<file path="src/hrs_pkg.sv">
// Shared constants for the hardware return stack
package hrs_pkg;
  localparam int HRS_DEPTH = 16;
  localparam int HRS_PC_W = 15;
  localparam int HRS_IDX_W = 4;
  localparam int HRS_PTR_W = 5;
  localparam logic [4:0] HRS_PTR_RESET = 5'h1F;
  localparam logic [4:0] HRS_PTR_FULL = 5'h0F;
  localparam logic [3:0] HRS_WRAP_IDX = 4'hF;
  // Register offsets on the plain register port
  localparam logic [2:0] HRS_OFS_TOP_LOW = 3'h0;
  localparam logic [2:0] HRS_OFS_TOP_HIGH = 3'h1;
  localparam logic [2:0] HRS_OFS_PTR = 3'h2;
  localparam logic [2:0] HRS_OFS_STATUS = 3'h3;
  localparam logic [2:0] HRS_OFS_MASK = 3'h4;
  // Status and mask field positions
  localparam int HRS_BIT_OVF = 0;
  localparam int HRS_BIT_UNF = 1;
  localparam logic [1:0] HRS_MASK_RESET = 2'h0;
  localparam logic [7:0] HRS_TOP_EMPTY = 8'h00;
endpackage : hrs_pkg

</file>
<file path="src/hrs_mem.sv">
// Sixteen-entry storage for the return stack, registered read
`timescale 1ns/1ps
`default_nettype none
module hrs_mem
  import hrs_pkg::*;
(
  // Clock
  input wire logic i_sys_clk,
  // Write port
  input wire logic i_wr_en,
  input wire logic [HRS_IDX_W-1:0] i_wr_idx,
  input wire logic [HRS_PC_W-1:0] i_wr_data,
  // Read port
  input wire logic [HRS_IDX_W-1:0] i_rd_idx,
  output logic [HRS_PC_W-1:0] o_rd_data
);
  logic [HRS_PC_W-1:0] mem_reg [HRS_DEPTH];

  // Storage has no reset; contents are undefined until pushed
  always_ff @(posedge i_sys_clk) begin
    if (i_wr_en) begin
      mem_reg[i_wr_idx] <= i_wr_data;
    end
    o_rd_data <= mem_reg[i_rd_idx];
  end
endmodule : hrs_mem
`default_nettype wire

</file>
<file path="src/hrs_stack.sv">
// Hardware return-address stack with pointer, flags and register port
// Notes on behaviour
// - Sixteen entries of fifteen-bit program counter.
// - Storage private, not on data addressing.
// - Call, call-via-working, interrupt push counter.
// - Return variants pop into program counter.
// - Push and pop leave upper hold untouched.
// - Fault reset disabled means circular buffer.
// - Seventeenth push overwrites the first entry.
// - Flags set on overflow and underflow always.
// - Top pair read/write; pointer selects entry.
// - Pointer five bits to detect faults.
// - Calls increment pointer; returns decrement it.
// - Increment then store; load then decrement.
// - Reset empties stack, pointer at 1F.
// - Empty with fault reset: top reads zero.
// - Empty without fault reset: entry 0F.
`timescale 1ns/1ps
`default_nettype none
module hrs_stack
  import hrs_pkg::*;
(
  // Clock and reset
  input wire logic i_sys_clk,
  input wire logic i_sys_rst,
  // Configuration
  input wire logic i_stack_fault_reset_enable,
  // Core sequencer
  input wire logic i_push,
  input wire logic i_pop,
  input wire logic [HRS_PC_W-1:0] i_push_pc,
  output logic [HRS_PC_W-1:0] o_pop_pc,
  // Register port
  input wire logic [2:0] i_reg_addr,
  input wire logic [7:0] i_reg_wdata,
  input wire logic i_reg_wr,
  input wire logic i_reg_rd,
  output logic [7:0] o_reg_rdata,
  // Status outputs
  output logic o_stack_overflow_flag,
  output logic o_stack_underflow_flag,
  output logic o_reset_request,
  output logic o_irq
);
  logic [HRS_PTR_W-1:0] stack_pointer_reg;
  logic [HRS_PTR_W-1:0] stack_pointer_next;
  logic [1:0] status_reg;
  logic [1:0] status_next;
  logic [1:0] mask_reg;
  logic reset_req_reg;
  logic [7:0] rdata_reg;
  logic [7:0] rdata_next;
  logic byp_valid_reg;
  logic [HRS_PC_W-1:0] byp_data_reg;
  logic [HRS_PC_W-1:0] ptr_entry_q;
  logic [HRS_PC_W-1:0] mem_rd;

  // Index decode shared by every access
  function automatic logic [HRS_IDX_W-1:0] idx_of(input logic [HRS_PTR_W-1:0] p);
    idx_of = p[HRS_IDX_W-1:0];
  endfunction : idx_of

  wire logic [HRS_PTR_W-1:0] ptr_inc = stack_pointer_reg + 5'h01;
  wire logic [HRS_PTR_W-1:0] ptr_dec = stack_pointer_reg - 5'h01;
  wire logic is_empty = (stack_pointer_reg == HRS_PTR_RESET);
  wire logic is_full = (stack_pointer_reg == HRS_PTR_FULL);
  // Push wins if both strobes collide; the core never issues both
  wire logic do_push = i_push;
  wire logic do_pop = i_pop & ~i_push;
  wire logic push_ovf = do_push & is_full;
  wire logic pop_unf = do_pop & is_empty;
  wire logic ptr_wr = i_reg_wr & (i_reg_addr == HRS_OFS_PTR);
  wire logic top_lo_wr = i_reg_wr & (i_reg_addr == HRS_OFS_TOP_LOW);
  wire logic top_hi_wr = i_reg_wr & (i_reg_addr == HRS_OFS_TOP_HIGH);
  wire logic status_rd = i_reg_rd & (i_reg_addr == HRS_OFS_STATUS);

  // pointer moves; wrap via low four bits
  always_comb begin
    stack_pointer_next = stack_pointer_reg;
    if (ptr_wr) begin
      stack_pointer_next = i_reg_wdata[HRS_PTR_W-1:0];
    end else if (do_push) begin
      stack_pointer_next = is_empty ? 5'h00 : ptr_inc;
    end else if (do_pop) begin
      stack_pointer_next = ptr_dec;
    end
  end

  // push stores at the incremented pointer's entry
  wire logic [HRS_IDX_W-1:0] push_idx = idx_of(stack_pointer_next);
  wire logic [HRS_IDX_W-1:0] top_idx = idx_of(stack_pointer_reg);
  // software writes merge one byte into the selected entry
  wire logic [HRS_PC_W-1:0] sw_entry = top_hi_wr ?
    {i_reg_wdata[6:0], ptr_entry_q[7:0]} : {ptr_entry_q[14:8], i_reg_wdata};
  wire logic mem_we = do_push | top_lo_wr | top_hi_wr;
  wire logic [HRS_IDX_W-1:0] mem_widx = do_push ? push_idx : top_idx;
  wire logic [HRS_PC_W-1:0] mem_wdata = do_push ? i_push_pc : sw_entry;

  hrs_mem hrs_mem_inst (
    .i_sys_clk(i_sys_clk),
    .i_wr_en(mem_we),
    .i_wr_idx(mem_widx),
    .i_wr_data(mem_wdata),
    .i_rd_idx(idx_of(stack_pointer_next)),
    .o_rd_data(mem_rd)
  );

  // Memory reads the old word when the top is written; bypass for one cycle
  wire logic byp_hit = mem_we & (mem_widx == idx_of(stack_pointer_next));
  assign ptr_entry_q = byp_valid_reg ? byp_data_reg : mem_rd;

  // Bypass register holds the word just written under the new pointer
  always_ff @(posedge i_sys_clk or posedge i_sys_rst) begin
    if (i_sys_rst) begin
      byp_valid_reg <= 1'b0;
      byp_data_reg <= 15'h0000;
    end else begin
      byp_valid_reg <= byp_hit;
      byp_data_reg <= mem_wdata;
    end
  end

  // pop returns the entry before decrement; untouched
  assign o_pop_pc = ptr_entry_q;

  // empty-state view of the top pair
  wire logic top_zero = is_empty & i_stack_fault_reset_enable;
  wire logic [HRS_PC_W-1:0] top_view = top_zero ? {7'h00, HRS_TOP_EMPTY} : ptr_entry_q;

  // sticky flags; set beats the read clear
  assign status_next = (status_rd ? 2'h0 : status_reg) | {pop_unf, push_ovf};

  // Read data mux, registered for next-cycle return
  always_comb begin
    rdata_next = 8'h00;
    unique case (i_reg_addr)
      HRS_OFS_TOP_LOW: rdata_next = top_view[7:0];
      HRS_OFS_TOP_HIGH: rdata_next = {1'b0, top_view[14:8]};
      HRS_OFS_PTR: rdata_next = {3'h0, stack_pointer_reg};
      HRS_OFS_STATUS: rdata_next = {6'h00, status_reg};
      HRS_OFS_MASK: rdata_next = {6'h00, mask_reg};
      default: rdata_next = 8'h00;
    endcase
  end

  // reset empties the stack; registers held short
  always_ff @(posedge i_sys_clk or posedge i_sys_rst) begin
    if (i_sys_rst) begin
      stack_pointer_reg <= HRS_PTR_RESET;
      status_reg <= 2'h0;
      mask_reg <= HRS_MASK_RESET;
      rdata_reg <= 8'h00;
      reset_req_reg <= 1'b0;
    end else begin
      stack_pointer_reg <= stack_pointer_next;
      status_reg <= status_next;
      rdata_reg <= i_reg_rd ? rdata_next : 8'h00;
      if (i_reg_wr && i_reg_addr == HRS_OFS_MASK) begin
        mask_reg <= i_reg_wdata[1:0];
      end
      // fault requests a device reset when enabled
      reset_req_reg <= i_stack_fault_reset_enable & (push_ovf | pop_unf);
    end
  end

  assign o_reg_rdata = rdata_reg;
  assign o_stack_overflow_flag = status_reg[HRS_BIT_OVF];
  assign o_stack_underflow_flag = status_reg[HRS_BIT_UNF];
  assign o_reset_request = reset_req_reg;
  // circular mode suppresses the reset request and the zeroed empty top; irq is unaffected
  assign o_irq = |(status_reg & mask_reg);

  // Assertions
  property ptr_reset_p;
    @(posedge i_sys_clk) $rose(i_sys_rst) |=> stack_pointer_reg == 5'h1F;
  endproperty
  ptr_after_reset_a: assert property (ptr_reset_p) else $error("pointer not 1F after reset");
  push_incr_ptr_a: assert property (@(posedge i_sys_clk) disable iff (i_sys_rst)
    (i_push && !ptr_wr && !is_empty) |=> stack_pointer_reg == $past(stack_pointer_reg) + 5'h01)
    else $error("push did not increment pointer");
  pop_decr_ptr_a: assert property (@(posedge i_sys_clk) disable iff (i_sys_rst)
    (do_pop && !ptr_wr) |=> stack_pointer_reg == $past(stack_pointer_reg) - 5'h01)
    else $error("pop did not decrement pointer");
  ovf_flag_set_a: assert property (@(posedge i_sys_clk) disable iff (i_sys_rst)
    push_ovf |=> o_stack_overflow_flag) else $error("overflow flag not set");
  unf_flag_set_a: assert property (@(posedge i_sys_clk) disable iff (i_sys_rst)
    pop_unf |=> o_stack_underflow_flag) else $error("underflow flag not set");
  reset_req_a: assert property (@(posedge i_sys_clk) disable iff (i_sys_rst)
    (push_ovf || pop_unf) |=> o_reset_request == $past(i_stack_fault_reset_enable))
    else $error("reset request mismatch");
  empty_top_zero_a: assert property (@(posedge i_sys_clk) disable iff (i_sys_rst)
    (i_reg_rd && top_zero && i_reg_addr == HRS_OFS_TOP_LOW) |=> o_reg_rdata == 8'h00)
    else $error("empty top not zero");
  push_wraps_a: assert property (@(posedge i_sys_clk) disable iff (i_sys_rst)
    (do_push && is_full && !ptr_wr) |=> stack_pointer_reg == 5'h10)
    else $error("pointer wrap wrong");
endmodule : hrs_stack
`default_nettype wire

</file>
<file path="config.mk">
export PLATFORM = sky130hd
export DESIGN_NAME = hrs_stack
export DESIGN_NICKNAME = d
export VERILOG_FILES = /design/src/hrs_pkg.sv /design/src/hrs_mem.sv /design/src/hrs_stack.sv
export SDC_FILE = /design/constraint.sdc
export NUM_CORES = 1
export LEC_CHECK = 0
export BUFFER_PORTS_ARGS = -buffer_cell sky130_fd_sc_hd__buf_2
export CORE_UTILIZATION = 55
export CTS_BUF_LIST = sky130_fd_sc_hd__clkbuf_16
export CTS_CLUSTER_SIZE = 14
export DETAILED_ROUTE_END_ITERATION = 16
export MAX_ROUTING_LAYER = met4
export PLACE_DENSITY_LB_ADDON = 0.3
export SLEW_MARGIN = 0
export SYNTH_ARGS = -nofsm -noshare
export SYNTH_HDL_FRONTEND = slang
export SYNTH_SLANG_ARGS = --single-unit
</file>
<file path="constraint.sdc">
create_clock -name i_sys_clk -period 6.5 [get_ports i_sys_clk]
set_input_delay 0.65 -clock i_sys_clk [delete_from_list [all_inputs] [get_ports i_sys_clk]]
set_output_delay 0.65 -clock i_sys_clk [all_outputs]
set_load 0.005 [all_outputs]
</file>
* After elaboration in Yosys (flattened, before gate mapping)
Memories as Yosys holds them, arrays and structs flattened. A register that Yosys moved wholly into a read port is not among the register bits.
Cells that the tools add are included.
** Storage, ports and cells
- Register bits :: 34
- Bits in writable memories :: 240
- Input bits :: 33
- Output and inout bits :: 27
- Word-level logic and storage cells :: 52
- Memories :: 1
** Memories
- hrs_mem_inst.mem_reg :: words 16, width 15, rd ports 1, clocked after memory_dff 1, write ports 1, line hrs_mem.sv:17 : logic [HRS_PC_W-1:0] mem_reg [HRS_DEPTH];
** Operators by class
- Add/subtract/negate cells :: 2
- Equal/unequal tests :: 7
- Mux-type cells :: 14
- Bitwise gates (word level) :: 16
- Reductions and logical operators :: 4
** Operator list (count)
- $mux 15 :: 4
- $pmux 8 s5 :: 1
- $mux 5 :: 4
- $and 1x1->1 :: 10
- $mux 8 :: 1
- $eq 3x2->1 const B :: 2
- $add 5x1->5 const B :: 1
- $eq 5x4->1 const B :: 1
- $eq 5x5->1 const B :: 1
- $sub 5x1->5 const B :: 1
- $eq 4x4->1 :: 1
- $mux 4 :: 1
- $eq 3x1->1 const B :: 1
- $eq 3x3->1 const B :: 1
- $logic_not 3->1 :: 1
- $or 1x1->1 :: 3
- $reduce_bool 3->1 :: 1
- $and 2x2->2 :: 1
- $mux 1 :: 2
- $mux 2 :: 1
- $or 2x2->2 :: 1
- $reduce_or 2->1 :: 1
- $logic_and 1x1->1 :: 1
- $not 1->1 :: 1

* Logic depth before layout (Yosys ltp)
- Depth after elaboration :: 8
- Gate-level depth with buffers :: 11
- Gate-level depth less buffers :: 9

* By module
Synthesis repeated with hierarchy kept, for this count alone.
** Second synthesis, totals
- Cells, all modules :: 642
- Area total of the unflattened synthesis :: 11564.8 µm²
** By module, submodules not included
- hrs_mem :: instances 1, cells each 406, area each 9446.6 µm², seq. area each 7507.2 µm²
- hrs_stack :: instances 1, cells each 236, area each 2118.3 µm², seq. area each 857.1 µm²

* Least setup slack after synthesis
Ideal clock, no wire load.
- Path kind :: reg2reg
- Start point :: register stack_pointer_reg[2]
- End point :: memory hrs_mem_inst.mem_reg[0][0], enable pin
- Library setup time :: 0.386 ns
- Arrival time :: 3.023 ns
- Data required time :: 6.114 ns
- Path slack :: 3.091 ns
- Stages on the path, launching flop included :: 11
- Path buffers :: 2
- Period minus slack after synthesis :: 3.409 ns
- Cell sequence :: dfstp_2 > buf_2 > and3_1 > ha_1 > nand2b_1 > o22ai_1 > o21a_1 > o31a_2 > buf_2 > mux2_2 > nor2_1
** Between the ends
- Word-level cells in the longest chain between the ends :: 5
- Elaborated cells on any way between the ends :: 8
- Those cells by class :: add/sub: 2; eq/ne: 1; mux: 5
** Ends and longest elaborated chain
- start: declaration :: line hrs_stack.sv:45 : logic [HRS_PTR_W-1:0] stack_pointer_reg;
- start signal: assignment :: line hrs_stack.sv:155 : stack_pointer_reg <= stack_pointer_next;
- $sub 5x1->5 (tied with other cells) :: line hrs_stack.sv:64 : wire logic [HRS_PTR_W-1:0] ptr_dec = stack_pointer_reg - 5'h01;
- $mux 5, on equally long branches :: line hrs_stack.sv:84, hrs_stack.sv:83
- $mux 5 :: line hrs_stack.sv:82 : end else if (do_push) begin
- $mux 5 :: line hrs_stack.sv:80 : if (ptr_wr) begin
- $mux 4 (*) :: line hrs_stack.sv:96 : wire logic [HRS_IDX_W-1:0] mem_widx = do_push ? push_idx : top_idx;
- end: declaration :: line hrs_mem.sv:17
Every way passes the cells marked *; elsewhere a longest branch is shown, timed or not. The select of a mux whose other input is x is not followed.

* Worst setup path in the final report
- Start point :: register stack_pointer_reg[0]
- End point :: register hrs_mem_inst.o_rd_data[8], read port of hrs_mem_inst.mem_reg
** Between the ends
- Word-level cells in the longest chain between the ends :: 4
- Elaborated cells on any way between the ends :: 7
- Those cells by class :: add/sub: 2; eq/ne: 1; mux: 4
** Ends and longest elaborated chain
- $sub 5x1->5 (tied with other cells) :: line hrs_stack.sv:64
- $mux 5, on equally long branches :: line hrs_stack.sv:84, hrs_stack.sv:83
- $mux 5 (*) :: line hrs_stack.sv:82
- $mux 5 (*) :: line hrs_stack.sv:80
- end: declaration :: line hrs_mem.sv:15 : output logic [HRS_PC_W-1:0] o_rd_data
Marked as above.
A chain may end at the register's enable or synchronous reset.

==> results.tsv <==
metric	value	unit
final_layout_size_suffix_gt1_share	18.9	%
leakage	5.02	nW
p_per_area	423	mW/mm^2
postCtsHoldBufs	0	
grt_pass1_wl	41700	um
dr.pass1.iters	5	
viasPerCell	6.17	
cts_setup_buffers	0	
hp-class	primary input to async pin	
ctsLongestPathBuffers	3	
clk_pin_slew	70	ps
die_area	0.0221	sq mm
largest_reg_flops	240	
synthesis.nets	872	
antenna_found_initial	1	
fin_crit	4350	ps
peakVddDrop	0.000236	V
worstSetupEndpointType	flip-flop	
wl_per_cell	23.0	um
path_cells	inv_1 -> ha_1 -> o31ai_1 -> o21ai_4 -> buf_4 -> inv_4 -> buf_4 -> mux2i_1 -> a221oi_1 -> or4_1	
ys_seq_area_share	70.8	%
io_pins	60	
synthTopCellsByArea	edfxtp_1, mux2i_1, dfrtp_1, a221oi_1, nand2_1	
slew_viol_final	0	
outcome	completed	
grt_overflow	0	
die_width	149	um
finalCritPeriodShare	67.0	%
crit_family	buffers and inverters	
crit_slowest_cell	inv_4	
p_sw	0.00187	W
rr_worst_depth	10	
finalSetupTns	0	ps
rows	53	
routabilityCongestion	0.912	
synth_area	0.0118	sq mm
rsz0062_at_grt	false	
yosys.cell_count.top_type	edfxtp_1	
crit_path_max_incr_delay	850	ps
worst-path-max-fanout	77	
cp-start-kind	flip-flop	
wirelength	27600	um
syn_inst	834	
synth_commonest_cells	edfxtp_1, nand2_1, mux2i_1, a21oi_1, a221oi_1	
dpl_worst_slack	1770	ps
p_int	0.00380	W
area.growth.synth_to_final	13.6	%
fin_ws	2150	ps
cts_buffers	29	
synth.distinct_cells	56	
drc	0	
cpMostUsedCell	buf_4	
setup_violations	0	
route.vias.total	7400	
numPortBuffers	59	
syn_area_per_cell	14.2	sq um
antenna_cells	0	
grt_pass1_vias	7030	
r2r_end	hrs_mem_inst.o_rd_data[8]$_DFF_P_	
p_clk_share	27.5	%
fmax	230	MHz
cts.repair.resized	0	
clk_latency	540	ps
coreArea	0.0210	sq mm
slew_headroom	18.1	%
rrSetupSlack	2150	ps
switching_share	33.0	%
place_hpwl	16200	um
tritoncts	built	
synth_edf_count	240	
root_buffer	clkbuf_16	
synth_seq_cells	289	
tightest_slew	1230	ps
p_seq_share	43.2	%
crit_buf_inv	4	
grt_usage	26.3	%
initialDrtViolationCount	668	
synth_ff_type	edfxtp_1	
ant_nets	0	
hold_violations	0	
r2r_start	stack_pointer_reg[0]$_DFF_PP1_	
yosysTopAreaCell	edfxtp_1	
die_y	149	um
required	6910	ps
htree_num_levels	1	
clock-sinks	289	
start_util	56.2	%
max-cap-violations	0	
criticalPathCategory	flip-flop to flip-flop	
num-nets-final	940	
grt_max_degree	78	
yosysWarningCount	0	
async_reset_ff_share	11.8	%
synth_top_cell_area_share	61.0	%
skew	10.0	ps
combinationalPowerShare	29.3	%
critPathArrivalTime	4770	ps
-- power by group through the flow --
stage	clock network, W	registers (W)	logic (W)
after detailed placement	0	0.00248	0.00165
after floorplan	0	0.00240	0.00117
final	0.00156	0.00245	0.00166
after global placement	0	0.00248	0.00161
after CTS	0.00157	0.00245	0.00166
after global routing	0.00164	0.00247	0.00180
-- layout by cell type (no fill, tap or decap), drive strengths merged, types with 4 or more instances in the layout --
| cell type | count |
|---|---|
| a211oi | 5 |
| a21oi | 69 |
| a221oi | 62 |
| buf | 93 |
| clkbuf | 29 |
| clkinv | 16 |
| dfrtp | 29 |
| dfstp | 5 |
| dfxtp | 15 |
| edfxtp | 240 |
| ha | 5 |
| inv | 22 |
| mux2 | 10 |
| mux2i | 76 |
| nand2 | 100 |
| nand2b | 6 |
| nor2 | 36 |
| nor2b | 4 |
| o21ai | 36 |
| or4 | 15 |
-- area by class of cell --
class / count / area (sq um)
flip-flops and latches: 289 / 8360
fillers: 1466 / 7610
multi-input cells: 473 / 3190
clock buffers: 29 / 726
repair buffers: 93 / 551
well taps: 275 / 344
clock inverters: 25 / 170
inverters: 16 / 62.6
-- per-stage QoR --
stage	std cells	hold WS, ps	power (W)	area [sq um]	utilization (%)
global placement	1146	533	0.00409	12500	59.5
floorplan	834	505	0.00358	11800	-
global route	1200	239	0.00591	13400	63.8
CTS	1200	213	0.00568	13400	63.8
finish	1200	210	0.00567	13400	63.8
detailed placement	1146	535	0.00413	12500	59.5
-- per-layer routing --
layer	wire length, um	GRT usage [%]	vias to the layer above
met5	0	-	-
met4	670	8.45	0
met3	2540	4.42	57
met2	13000	40.5	359
met1	11300	35.9	3634
li1	-	-	3350
-- worst min-delay path: cells and delay by family --
family   cells  cell delay (ps)
buf+inv      3              530
-- worst max-delay path by stage --
stage / start / end / cells after the start
final: stack_pointer_reg[0]$_DFF_PP1_ / hrs_mem_inst.o_rd_data[8]$_DFF_P_ / 10
after global placement: i_push / hrs_mem_inst.o_rd_data[0]$_DFF_P_ / 10
after CTS: stack_pointer_reg[0]$_DFF_PP1_ / hrs_mem_inst.o_rd_data[8]$_DFF_P_ / 10
after global routing: stack_pointer_reg[1]$_DFF_PP1_ / hrs_mem_inst.o_rd_data[8]$_DFF_P_ / 10
after floorplan: stack_pointer_reg[2]$_DFF_PP1_ / hrs_mem_inst.mem_reg[0][0]$_DFFE_PP_ / 10
after detailed placement: i_push / hrs_mem_inst.o_rd_data[8]$_DFF_P_ / 10
-- kinds of logic after synthesis --
family,synth area share (%)
buf+inv,2.59
flops,70.8
xor+xnor,0.371
fa+ha+maj,0.530
mux,7.40
compound gates,11.3
simple gates,7.02
Note: power is estimated with default switching activity, not from simulation.
